$ cat src/rpso_consts.vh
// Purpose: constants for the rtp delay-variation slip offset control block
// Assumes: 32-bit classic wishbone register bus, byte addresses
// Notes: all offsets are byte addresses of aligned words
`ifndef RPSO_CONSTS_VH
`define RPSO_CONSTS_VH

`define RPSO_ADR_CTRL 8'h00
`define RPSO_ADR_TARGET 8'h04
`define RPSO_ADR_REMOTE 8'h08
`define RPSO_ADR_SLIP 8'h0C
`define RPSO_ADR_LOCAL 8'h10
`define RPSO_ADR_MINLEAD 8'h14
`define RPSO_ADR_INITLEAD 8'h18

`define RPSO_BIT_ONCE 0
`define RPSO_BIT_SILENCE 1
`define RPSO_BIT_MARKER 2
`define RPSO_BIT_INITLEAD 3
`define RPSO_BIT_SEEN 4
`define RPSO_BIT_BLKINC 5
`define RPSO_BIT_BLKDEC 6
`define RPSO_BIT_ALWAYS 7
`define RPSO_THR_LSB 8
`define RPSO_THR_MSB 10

`define RPSO_SIL_BASE_LOG2 4
`define RPSO_CTRL_RESET 32'h0000_0000
`define RPSO_DATA_RESET 32'h0000_0000
`define RPSO_ERR_DATA 32'h0000_0000

`endif

$ cat src/rpso_silence_thr.v
// Purpose: silence threshold decode, 16 times two to the field value
// Assumes: field is 3 bits
// Notes: combinational, maps 000 to 16 frames and 111 to 2048 frames
`include "rpso_consts.vh"
`timescale 1ns/1ns
`default_nettype none

module rpso_silence_thr (
    input wire [2:0] thrSel,
    output reg [31:0] thrFrames
);
    // shift of a single one, threshold is a power of two
    // sum kept 4 bits wide, a 3-bit sum would wrap from field 100 upward
    always @* begin
        thrFrames = 32'h0000_0001 << ({1'b0, thrSel} + 4'd`RPSO_SIL_BASE_LOG2);
    end
endmodule // rpso_silence_thr

`default_nettype wire

$ cat src/rpso_slip_ctrl.v
// Purpose: per-connection slip offset bookkeeping for received rtp voice packets
// Assumes: packet logic gives one-cycle pkt strobe with stamps, marker and slip event
// Notes: one connection structure held in registers reached over classic wishbone
//
// Summary of operation
// - once-reset bit zeroes slip count at next packet, then self-clears
// - silence-reset bit zeroes count after long gap, then self-clears
// - marker-reset bit zeroes count on next marked packet, then self-clears
// - silence threshold is 16 frames times two to the 3-bit field
// - init-with-lead loads count with minimum delay plus initial lead on first packet
// - without init-with-lead the target difference is trusted, normal slipping
// - hardware sets first-packet flag after the first packet
// - last remote timestamp stored from rtp stamp when rtp present
// - without rtp remote timestamp advances by frames in packet
// - signed slip count, overruns up, underruns down
// - playout difference is target plus slip count
// - difference is remote stamp minus local bus stamp
// - block-increment bit freezes count on overruns
// - block-decrement bit freezes count on underruns
// - always-reset bit zeroes count on every packet except an init-with-lead first packet
// - local bus stamp at last packet is recorded
//
// Our own choices: register access over Wishbone and the register offsets.
`include "rpso_consts.vh"
`timescale 1ns/1ns
`default_nettype none

module rpso_slip_ctrl (
    input wire clk_sys,
    input wire rst,
    // classic wishbone slave
    input wire wb_cyc_i,
    input wire wb_stb_i,
    input wire wb_we_i,
    input wire [7:0] wb_adr_i,
    input wire [3:0] wb_sel_i,
    input wire [31:0] wb_dat_i,
    output reg [31:0] wb_dat_o,
    output reg wb_ack_o,
    output reg wb_err_o,
    // packet side, same clock domain
    input wire pktValid,
    input wire pktRtp,
    input wire pktMarker,
    input wire [31:0] pktRemoteStamp,
    input wire [7:0] pktFrames,
    input wire [31:0] localBusStamp,
    input wire pktOverrun,
    input wire pktUnderrun,
    input wire [15:0] pktSlipFrames,
    // results
    output reg [31:0] playDelta,
    output reg [31:0] arrivalDelta,
    output reg pktDone,
    output reg slipEvent
);
    reg [31:0] ctrl_reg;
    reg [31:0] target_reg;
    reg [31:0] remote_reg;
    reg [31:0] slip_reg;
    reg [31:0] local_reg;
    reg [31:0] minLead_reg;
    reg [31:0] initLead_reg;
    reg [31:0] ctrl_next;
    reg [31:0] slip_next;
    reg [31:0] remote_next;
    reg [31:0] expRemote;
    reg [31:0] gapFrames;
    reg doReset;
    reg hitOnce;
    reg hitSilence;
    reg hitMarker;
    wire [31:0] thrFrames;
    wire wbReq;
    wire wbAddrOk;
    wire [31:0] byteMask;

    assign wbReq = wb_cyc_i & wb_stb_i & ~wb_ack_o & ~wb_err_o;
    assign wbAddrOk = (wb_adr_i == `RPSO_ADR_CTRL) || (wb_adr_i == `RPSO_ADR_TARGET) ||
        (wb_adr_i == `RPSO_ADR_REMOTE) || (wb_adr_i == `RPSO_ADR_SLIP) ||
        (wb_adr_i == `RPSO_ADR_LOCAL) || (wb_adr_i == `RPSO_ADR_MINLEAD) ||
        (wb_adr_i == `RPSO_ADR_INITLEAD);
    assign byteMask = {{8{wb_sel_i[3]}}, {8{wb_sel_i[2]}}, {8{wb_sel_i[1]}}, {8{wb_sel_i[0]}}};

    rpso_silence_thr uThr (
        .thrSel(ctrl_reg[`RPSO_THR_MSB:`RPSO_THR_LSB]),
        .thrFrames(thrFrames)
    );

    // per-packet update of the structure
    always @* begin
        ctrl_next = ctrl_reg;
        slip_next = slip_reg;
        remote_next = remote_reg;
        expRemote = remote_reg + {24'h00_0000, pktFrames};
        // gap measured as frames since the last stored remote stamp
        gapFrames = pktRemoteStamp - remote_reg;
        hitOnce = ctrl_reg[`RPSO_BIT_ONCE];
        hitSilence = ctrl_reg[`RPSO_BIT_SILENCE] && pktRtp &&
            ctrl_reg[`RPSO_BIT_SEEN] && !gapFrames[31] && (gapFrames >= thrFrames);
        hitMarker = ctrl_reg[`RPSO_BIT_MARKER] && pktRtp && pktMarker;
        doReset = hitOnce || hitSilence || hitMarker || ctrl_reg[`RPSO_BIT_ALWAYS];
        if (pktValid) begin
            // stored sender stamp, emulated when no rtp header
            remote_next = pktRtp ? pktRemoteStamp : expRemote;
            if (!ctrl_reg[`RPSO_BIT_SEEN] && ctrl_reg[`RPSO_BIT_INITLEAD]) begin
                slip_next = minLead_reg + initLead_reg;
            end else if (doReset) begin
                slip_next = 32'h0000_0000;
            end else if (pktOverrun && !ctrl_reg[`RPSO_BIT_BLKINC]) begin
                slip_next = slip_reg + {16'h0000, pktSlipFrames};
            end else if (pktUnderrun && !ctrl_reg[`RPSO_BIT_BLKDEC]) begin
                slip_next = slip_reg - {16'h0000, pktSlipFrames};
            end
            // satisfied requests all drop in the same update
            if (hitOnce) ctrl_next[`RPSO_BIT_ONCE] = 1'b0;
            if (hitSilence) ctrl_next[`RPSO_BIT_SILENCE] = 1'b0;
            if (hitMarker) ctrl_next[`RPSO_BIT_MARKER] = 1'b0;
            ctrl_next[`RPSO_BIT_SEEN] = 1'b1;
        end
    end

    // registers; a packet update wins over a bus write of the same word
    always @(posedge clk_sys or posedge rst) begin
        if (rst) begin
            ctrl_reg <= `RPSO_CTRL_RESET;
            target_reg <= `RPSO_DATA_RESET;
            remote_reg <= `RPSO_DATA_RESET;
            slip_reg <= `RPSO_DATA_RESET;
            local_reg <= `RPSO_DATA_RESET;
            minLead_reg <= `RPSO_DATA_RESET;
            initLead_reg <= `RPSO_DATA_RESET;
        end else begin
            if (wbReq && wb_we_i && wb_adr_i == `RPSO_ADR_CTRL && !pktValid) begin
                ctrl_reg <= (ctrl_reg & ~byteMask) | (wb_dat_i & byteMask);
            end else begin
                ctrl_reg <= ctrl_next;
            end
            if (wbReq && wb_we_i && wb_adr_i == `RPSO_ADR_TARGET) begin
                target_reg <= (target_reg & ~byteMask) | (wb_dat_i & byteMask);
            end
            if (wbReq && wb_we_i && wb_adr_i == `RPSO_ADR_REMOTE && !pktValid) begin
                remote_reg <= (remote_reg & ~byteMask) | (wb_dat_i & byteMask);
            end else begin
                remote_reg <= remote_next;
            end
            if (wbReq && wb_we_i && wb_adr_i == `RPSO_ADR_SLIP && !pktValid) begin
                slip_reg <= (slip_reg & ~byteMask) | (wb_dat_i & byteMask);
            end else begin
                slip_reg <= slip_next;
            end
            if (pktValid) begin
                local_reg <= localBusStamp;
            end else if (wbReq && wb_we_i && wb_adr_i == `RPSO_ADR_LOCAL) begin
                local_reg <= (local_reg & ~byteMask) | (wb_dat_i & byteMask);
            end
            if (wbReq && wb_we_i && wb_adr_i == `RPSO_ADR_MINLEAD) begin
                minLead_reg <= (minLead_reg & ~byteMask) | (wb_dat_i & byteMask);
            end
            if (wbReq && wb_we_i && wb_adr_i == `RPSO_ADR_INITLEAD) begin
                initLead_reg <= (initLead_reg & ~byteMask) | (wb_dat_i & byteMask);
            end
        end
    end

    // packet results, one cycle after the strobe
    always @(posedge clk_sys or posedge rst) begin
        if (rst) begin
            playDelta <= `RPSO_DATA_RESET;
            arrivalDelta <= `RPSO_DATA_RESET;
            pktDone <= 1'b0;
            slipEvent <= 1'b0;
        end else begin
            pktDone <= pktValid;
            slipEvent <= pktValid & (pktOverrun | pktUnderrun);
            if (pktValid) begin
                arrivalDelta <= pktRemoteStamp - localBusStamp;
                playDelta <= target_reg + slip_next;
            end
        end
    end

    // bus answer one cycle after the request, error on unmapped word
    always @(posedge clk_sys or posedge rst) begin
        if (rst) begin
            wb_ack_o <= 1'b0;
            wb_err_o <= 1'b0;
            wb_dat_o <= `RPSO_ERR_DATA;
        end else begin
            wb_ack_o <= wbReq & wbAddrOk;
            wb_err_o <= wbReq & ~wbAddrOk;
            wb_dat_o <= `RPSO_ERR_DATA;
            if (wbReq && !wb_we_i) begin
                case (wb_adr_i)
                    `RPSO_ADR_CTRL: wb_dat_o <= ctrl_reg;
                    `RPSO_ADR_TARGET: wb_dat_o <= target_reg;
                    `RPSO_ADR_REMOTE: wb_dat_o <= remote_reg;
                    `RPSO_ADR_SLIP: wb_dat_o <= slip_reg;
                    `RPSO_ADR_LOCAL: wb_dat_o <= local_reg;
                    `RPSO_ADR_MINLEAD: wb_dat_o <= minLead_reg;
                    `RPSO_ADR_INITLEAD: wb_dat_o <= initLead_reg;
                    default: wb_dat_o <= `RPSO_ERR_DATA;
                endcase
            end
        end
    end
endmodule // rpso_slip_ctrl

`default_nettype wire

$ cat config.mk
export PLATFORM = sky130hd
export DESIGN_NAME = rpso_slip_ctrl
export DESIGN_NICKNAME = d
export VERILOG_FILES = /design/src/rpso_silence_thr.v /design/src/rpso_slip_ctrl.v
export VERILOG_INCLUDE_DIRS = /design/src
export SDC_FILE = /design/constraint.sdc
export NUM_CORES = 1
export LEC_CHECK = 0
export BUFFER_PORTS_ARGS = -buffer_cell sky130_fd_sc_hd__buf_2
export CORE_MARGIN = 10
export CORE_UTILIZATION = 38
export DETAILED_ROUTE_END_ITERATION = 8
export GPL_ROUTABILITY_DRIVEN = 0
export PLACE_DENSITY = 0.6
export SLEW_MARGIN = 20
export SYNTH_ARGS = -nofsm -noshare
export SYNTH_HDL_FRONTEND = slang
export SYNTH_HIERARCHICAL = 1
export SYNTH_SLANG_ARGS = --single-unit
$ cat constraint.sdc
create_clock -name clk_sys -period 10.93 [get_ports clk_sys]
set_input_delay 0.5465 -clock clk_sys [delete_from_list [all_inputs] [get_ports clk_sys]]
set_output_delay 0.5465 -clock clk_sys [all_outputs]
set_load 0.1 [all_outputs]
Yosys cells after proc, flatten, opt, wreduce, memory -nomap -nowiden. Index checks and enable logic that the tools add are counted.

Add/subtract/negate cells: 8. Order comparisons: 1. Equal/unequal tests: 6. Shift-type cells: 1. Mux-type cells: 18. Bitwise operators: 26. Reduce and logical (&&, ||, !) cells: 44.

Operator list (number): $mux W32 (12); $and A32 B32 Y32 (8); $or A32 B32 Y32 (7); $pmux W32 S7 (1); $add A32 B32 Y32 (2); $sub A32 B32 Y32 (2); $add A32 B16 Y32 (1); $add A32 B8 Y32 (1); $ge A32 B32 Y1 (1); $not A32 Y32 (1); $shl A1 B4 Y32 const A (1); $sub A32 B16 Y32 (1); $eq A8 B5 Y1 const B (3); $logic_and A1 B1 Y1 (21); $eq A8 B4 Y1 const B (2); $reduce_bool A2 Y1 (5); $logic_or A1 B1 Y1 (9); $eq A8 B3 Y1 const B (1); $logic_not A8 Y1 (1); $and A1 B1 Y1 (6); $logic_not A1 Y1 (6); $mux W5 (1); $add A3 B3 Y4 const B (1); $reduce_and A2 Y1 (2); other kinds (4) (8).

Flip-flop bits (word level): 324. Bits of input ports: 142. Output and inout bits: 100. Word-level logic and storage cells: 121.

Depth between registers and ports, before layout. Gate-level depths: netlist (run 1).

Depth in word-level cells: 11. Gate-level depth with buffers: 38. Mapped depth without buffers: 36.

Modules after synthesis. The synthesis (run 1) kept the hierarchy.

Modules (own cells, without submodules): rpso_slip_ctrl (times used 1, cells each 2789, area each 24634.9 sq um, sequential area each 8107.8 sq um); rpso_silence_thr (times used 1, cells each 33, area each 249.0 sq um, sequential area each 0.0 sq um).

Worst setup path after synthesis (run 1). Ideal clock, no wire load.

Kind: in2reg. From: in pktRemoteStamp[0]. To: reg playDelta[29]. Arrival: 7.628 ns. Data required time: 10.805 ns. Slack: 3.177 ns. Stages on the path: 35. Path buffers: 1. Cell sequence: inv_1 > ha_1 > inv_1 > fa_1 > a21oi_1 > o221a_2 > o31ai_2 > or4b_1 > a211o_1 > a31o_2 > a2111oi_2 > o21bai_1 > a21oi_1 > xnor2_1 > ha_1 > and4_1 > a221oi_1 > o22ai_1 > a21oi_1 > and2_1 > a21oi_1 > buf_2 > o31ai_1 > a22o_1 > ha_1 > a2111oi_0 > o31ai_1 > a41oi_1 > o21ai_1 > a21oi_1 > o31ai_1 > o41ai_1 > o21ai_1 > xor2_1 > mux2_2.

Longest elaborated chain between the ends: 11. Elaborated cells between the ends (all ways): 12. Those cells by class: add/sub: 2; order compare: 1; mux: 3; reduce/logical: 6.

Ends and longest elaborated chain: start, declared (line rpso_slip_ctrl.v:45) `input wire [31:0] pktRemoteStamp,`; $sub A32 B32 Y32 (*) (line rpso_slip_ctrl.v:97) `gapFrames = pktRemoteStamp - remote_reg;`; parallel branches: the longest is 2 deep, another holds $ge A32 B32 Y1; $logic_and A1 B1 Y1 (*) (line rpso_slip_ctrl.v:99) `` hitSilence = ctrl_reg[`RPSO_BIT_SILENCE] && pktRtp && ``; $logic_or A1 B1 Y1 (*) (3 in series) (line rpso_slip_ctrl.v:102) `` doReset = hitOnce || hitSilence || hitMarker || ctrl_reg[`RPSO_BIT_ALWAYS]; ``; $mux W32 (*) (line rpso_slip_ctrl.v:108) `end else if (doReset) begin`; $mux W32 (*) (line rpso_slip_ctrl.v:106) `` if (!ctrl_reg[`RPSO_BIT_SEEN] && ctrl_reg[`RPSO_BIT_INITLEAD]) begin ``; $mux W32 (*) (line rpso_slip_ctrl.v:103) `if (pktValid) begin`; $add A32 B32 Y32 (*) (line rpso_slip_ctrl.v:178) `playDelta <= target_reg + slip_next;`; end signal, assigned (line rpso_slip_ctrl.v:169) `` playDelta <= `RPSO_DATA_RESET; ``; end signal, assigned (line rpso_slip_ctrl.v:178); end, declared (line rpso_slip_ctrl.v:52) `output reg [31:0] playDelta,`.

Mark *: on every way between the ends. A chain may end at the register's enable or synchronous reset.

==> results of run 1 <==
## cells by family (layout without fill, tap and decap cells)
group	after synthesis	in the layout	share of synthesized area (%)
muxes	181	181	8.156
xor gates and xnor gates	128	128	4.505
AOI/OAI and AO/OA	920	920	24.90
buffers and inverters	326	508	5.300
DFF	324	324	32.58
adders and majority gates	203	203	10.42
other	1	32	0.01507
and+or+nand+nor	739	739	14.12
## final timing paths
kind	end	from	slack, ns
max	playDelta[29]	flip-flop	1.71
min	ctrl_reg[2]	pktMarker	0.17
max reg2reg	playDelta[29]	flip-flop	1.71
min reg2reg	playDelta[23]	playDelta[23]	0.47
max in group asynchronous	arrivalDelta[25]	rst	7.96
min in group asynchronous	async pin	rst	0.48
## final cells by class
class                   instances  share of cell area, %
diodes                          8                0.07120
clock buffers                  58                  4.196
clock inverters                 7                 0.2269
well taps                     855                  3.805
repair buffers                266                  5.059
inverters                     177                  2.390
flip-flops and latches        324                  28.83
multi-input cells            2195                  55.42
## where the power goes
| group | internal, mW | total (mW) | switching, mW |
|---|---|---|---|
| registers | 1.34 | 1.52 | 0.188 |
| logic | 0.670 | 2.10 | 1.43 |
| clock network | 0.764 | 1.30 | 0.540 |
| total | 2.77 | 4.93 | 2.16 |
## cell usage after synthesis (23+ instances only)
master / count
a211oi_1: 26
a21o_1: 73
a21oi_1: 211
a222oi_1: 32
a22oi_1: 74
a31oi_1: 68
and3_1: 36
buf_4: 24
clkbuf_1: 115
dfrtp_1: 324
ha_1: 196
inv_1: 175
mux2_2: 174
nand2_1: 222
nand2b_1: 34
nand3_1: 47
nand4_1: 27
nor2_1: 206
nor2b_1: 23
nor3_1: 51
o21a_1: 32
o21ai_0: 139
o21ai_1: 23
o22ai_1: 25
xnor2_1: 96
xor2_1: 32
## metal layers
metal	track usage, %	wire [um]	vias up
met2	36.10	40790	1077
met1	32.02	39270	11430
met4	6.936	2520	8
met5	0	40	-
li1	-	-	10800
met3	4.063	7879	156
## layout by cell type, fill, tap and decap left out, types with 23 or more instances in the layout
| cell type | instances |
|---|---|
| a211oi_1 | 26 |
| a21o_1 | 73 |
| a21oi_1 | 210 |
| a222oi_1 | 32 |
| a22oi_1 | 74 |
| a31oi_1 | 64 |
| and3_1 | 34 |
| buf_2 | 240 |
| buf_4 | 23 |
| clkbuf_16 | 41 |
| conb_1 | 24 |
| dfrtp_1 | 324 |
| ha_1 | 196 |
| inv_1 | 173 |
| mux2_2 | 174 |
| nand2_1 | 222 |
| nand2b_1 | 34 |
| nand3_1 | 47 |
| nand4_1 | 27 |
| nor2_1 | 206 |
| nor2b_1 | 23 |
| nor3_1 | 51 |
| o21a_1 | 32 |
| o21ai_0 | 139 |
| o21ai_1 | 23 |
| o22ai_1 | 25 |
| xnor2_1 | 96 |
| xor2_1 | 32 |
==> impl_metrics.csv, run 1 <==
group,metric,value,unit
clock_tree,cts_buffers,39,
setup_path,critPathSlowestCell,"or4b_1",
setup_path,cpLargestDelayFamily,"compound AO/OA/AOI/OAI gates",
die,pin_count,242,
yosys,synthDistinctLibCells,92,
drt,totalWireLength,90500,um
timing,min_period,9.221,ns
grt,grt_pass1_wl,137200,um
timing,rsz0062_at_grt,"false",
final_layout,fillers,6407,
drt,route.detailed.drc,0,
timing,fmax,108.4,MHz
timing,setup_slack,1.709,ns
hold_path,holdPathStages,2,
placement,place_inst,3815,
clock_tree,cts.sink_count,324,
die,num_rows,93,
final_layout,regArea,8108,sq um
setup_path,cp_max_fo,4,
hold_path,worstHoldPathType,"in2reg",
outcome,status,"finished, final reports clean",
setup_path,crit_cells,33,
setup_path,critPathLaunchType,"flip-flop",
clock_tree,post_cts_buffers,0,
final_layout,final_util,43.46,%
yosys,synth_area_per_cell,8.818,sq um
clock_tree,cts.clk_slew.worst_paths,0.06,ns
timing,fin_skew,0.02428,ns
yosys,synthCells,2822,
die,initial_core_util,38.46,%
final_layout,finalInstanceArea,28120,sq um
grt,gr-total-overflow,0,
drt,drt-vias-per-instance,6.034,
die,core-area,64700,sq um
yosys,ys.flop_type,"dfrtp_1",
grt,grt_max_degree,133,
placement,dpl_cell_area,26790,sq um
job,maxCapViolations,0,
placement,io_buffer_count,241,
clock_tree,cts_tree,"done",
clock_tree,h-tree-depth,2,
clock_tree,clock_latency,0.58,ns
setup_path,cpPeakStageDelay,0.61,ns
setup_path,criticalPathCategory,"reg2reg",
setup_path,cpMostUsedCell,"a21oi_1",
yosys,ys_seq_elements,324,
timing,worst_slew_pin_slew,1.200,ns
power,p_leak,12.94,nW
die,die_h,275.9,um
timing,relSlewSlack,20.01,%
yosys,synthTopCellsByArea,"dfrtp_1 33%, ha_1 9.9%, mux2_2 7.9%, a21oi_1 4.2%, xnor2_1 3.4%",
timing,period_share,84.37,%
yosys,yosys.area.top_type,"dfrtp_1",
yosys,synth_top_area_share,32.58,%
grt,grt_pass1_vias,22710,
grt,grt_antenna_before_repair,18,
timing,fin_tns_setup,0,ns
power,peakVddDrop,0.0001162,V
die,die_width,275.9,um
final_layout,fin_cells,3890,
setup_path,cp-end-kind,"flip-flop",
drt,vias,23470,
clock_tree,postCtsHoldBufs,0,
timing,hold_violations,0,
final_layout,multiInputGateArea,15580,sq um
yosys,yosys_warnings,6,
setup_path,cp.arrival,9.66,ns
yosys,seq_area_frac_synth,32.58,%
setup_path,critical_path_buf_inv_count,1,
setup_path,r2r_cells,33,
timing,finalSetupViolations,0,
clock_tree,clock-root-buffer,"clkbuf_16",
clock_tree,cts_buffer_depth,3,
power,power_density,175.4,nW/um^2
final_layout,syn_to_final_growth,13.00,%
placement,place_ws,1.629,ns
die,die-area,76120,sq um
final_layout,final_layout_size_suffix_gt1_share,17.58,%
timing,final_max_slew_viol_count,0,
drt,first_pass_iters,8,
yosys,synth-edff-count,0,
final_layout,layout.nets,3348,
drt,dr.first_iter.drc_count,2569,
yosys,synthArstFlopShare,100.0,%
drt,ant_nets,0,
clock_tree,cts-resized-gates,0,
setup_path,worstPathRequired,11.37,ns
drt,wl_per_cell,23.26,um
power,finalPower,4.932,mW
placement,dp_hpwl,69340,um
yosys,synth_area,24880,sq um
grt,grt_usage,23.07,%
timing,holdWs,0.1681,ns
Power figures use the tool's default switching activity.
==> inputs of run 2 (changes only) <==
clock period = 9 ns   (was 10.93 ns; I/O delays follow)
==> run 2 against run 1 <==
Combinational power rose by 22%. Highest routed layer unchanged. The flow now finishes with violations (hold timing). Core utilization rose by 0.14 points. Cell area rose by 0.33%. Sequential power rose by 22%. Cell count rose by 0.31%.
==> impl_metrics.csv, run 2 (synthesized netlist as in run 1, its figures left out) <==
group,metric,value,unit
outcome,status,"finished with violations",
outcome,violations,"hold timing",
setup_path,cp-end-kind,"flip-flop",
grt,grt_pass1_vias,22870,
setup_path,crit_cells,34,
setup_path,r2r_setup_slack,0.43,ns
timing,fin_tns_setup,0,ns
final_layout,fin_cells,3902,
grt,grt_antenna_before_repair,20,
final_layout,syn_to_final_growth,13.37,%
timing,min_period,8.570,ns
job,maxCapViolations,0,
drt,drt-vias-per-instance,5.993,
clock_tree,cts_tree,"done",
setup_path,cpPeakStageDelay,0.59,ns
power,p_leak,12.98,nW
timing,worst_slew_pin_slew,1.157,ns
die,core-area,64700,sq um
power,power_density,212.8,nW/um^2
setup_path,cp.arrival,9.03,ns
drt,dr.first_iter.drc_count,2371,
drt,route.detailed.drc,0,
drt,wl_per_cell,23.10,um
drt,first_pass_iters,8,
clock_tree,cts.sink_count,324,
clock_tree,clock_latency,0.59,ns
power,clockPowerShare,26.7,%
timing,rsz0062_at_grt,"false",
drt,ant_nets,0,
final_layout,layout_common_cells,"324 x dfrtp_1, 240 x buf_2, 222 x nand2_1",
final_layout,final_layout_size_suffix_gt1_share,18.23,%
final_layout,layout_commonest_cell,"dfrtp_1",
clock_tree,post_cts_buffers,0,
setup_path,critical_path_buf_inv_count,1,
timing,relSlewSlack,21.79,%
grt,grt_pass1_wl,137500,um
grt,gr-total-overflow,0,
power,p_sw_share,44.22,%
clock_tree,cts_buffers,39,
drt,vias,23380,
clock_tree,h-tree-depth,2,
setup_path,cpMostUsedCell,"ha_1",
die,die-area,76120,sq um
final_layout,layout.nets,3355,
power,power_frac_seq,30.8,%
setup_path,criticalPathCategory,"reg2reg",
timing,finalSetupViolations,0,
power,net-switching-power,2.655,mW
setup_path,r2r_cells,34,
grt,grt_usage,23.04,%
timing,fin_skew,0.02951,ns
placement,io_buffer_count,241,
placement,place_inst,3824,
setup_path,cp_max_fo,7,
die,pin_count,242,
timing,period_share,95.22,%
die,die_h,275.9,um
setup_path,worstPathRequired,9.46,ns
power,p_int,3.348,mW
hold_path,worstHoldPathType,"in2async",
setup_path,critPathLaunchType,"flip-flop",
die,die_width,275.9,um
die,num_rows,93,
power,comb_power_share,42.6,%
clock_tree,clock-root-buffer,"clkbuf_16",
final_layout,multiInputGateArea,15620,sq um
clock_tree,cts_buffer_depth,3,
final_layout,fillers,6417,
timing,final_max_slew_viol_count,0,
timing,holdWs,-0.004623,ns
power,peakVddDrop,0.0001610,V
timing,fmax,116.7,MHz
setup_path,critPathSlowestCell,"or4b_1",
die,initial_core_util,38.46,%
final_layout,regArea,8108,sq um
setup_path,cpLargestDelayFamily,"compound AO/OA/AOI/OAI gates",
grt,grt_max_degree,89,
timing,hold_violations,6,
drt,totalWireLength,90130,um
placement,dp_hpwl,69880,um
clock_tree,cts.clk_slew.worst_paths,0.06,ns
run 2: cell types whose count changed in the layout (fill, tap and decap cells not counted), moves of 2 or more:
cell,before,now
a2111oi_0,9,7
a21oi_1,210,207
a21oi_2,2,4
buf_4,23,31
clkbuf_1,8,6
clkbuf_8,9,4
clkinv_2,5,9
clkinvlp_4,0,5
inv_6,0,2
o31ai_1,12,10
o31ai_2,1,3
run 2: path summary, 6_finish.rpt:
check | startpoint | to
max in group asynchronous | rst | async pin
min in group clk_sys | pktMarker | ctrl_reg[2]
min | rst | playDelta[2]
max | flip-flop | playDelta[30]
min reg2reg | flip-flop | flip-flop
max reg2reg | flip-flop | playDelta[30]
run 2: final cells by class:
cell class | count | area share (%)
multi-input combinational | 2195 | 55.38
sequential | 324 | 28.74
timing repair buffer | 273 | 5.163
clock buffer | 50 | 3.823
tap | 855 | 3.792
inverter | 177 | 2.368
clock inverter | 20 | 0.6608
antenna | 8 | 0.07096
run 2: worst register-to-register path: cells and delay by family (launching register included):
kind	cells	cell delay [ns]
buffers and inverters	1	0.05
AOI/OAI and AO/OA	19	4.36
and+or+nand+nor	6	1.58
DFF	1	0.42
adders and majority gates	5	1.59
xor gates and xnor gates	2	0.19
muxes	1	0.26
run 2: per-stage QoR:
step                setup slack, ns  utilization, %  power [mW]  hold slack, ns  area, sq um
floorplan                     1.343               -       3.749          0.4502        24970
global placement            0.09543           41.50       4.334          0.4614        26850
detailed placement          -0.1340           41.50       4.382          0.4708        26850
CTS                         0.04716           43.46       6.004        0.008316        28110
global route               0.004486           43.60       6.336         0.05544        28210
finish                       0.4298           43.60       6.003       -0.004623        28210
run 2: routing by layer:
metal	GRT usage, %	vias to the layer above	wire [um]
li1	-	10830	-
met1	31.19	11340	39150
met2	36.03	1048	40640
met3	4.917	159	7753
met4	7.680	8	2545
met5	0	-	48
run 2: what timing repair did:
action                     in CTS  in global routing
hold buffers                    0                  0
gates resized for setup         0                 12
setup endpoints to repair       0                  8
run 2: power by group through the flow:
stage / Clock (mW) / Combinational (mW) / Sequential, mW
CTS: 1.63 / 2.53 / 1.84
global route: 1.69 / 2.78 / 1.87
floorplan: 0 / 1.38 / 2.37
detailed placement: 0 / 2.52 / 1.86
finish: 1.60 / 2.56 / 1.85
global placement: 0 / 2.48 / 1.85
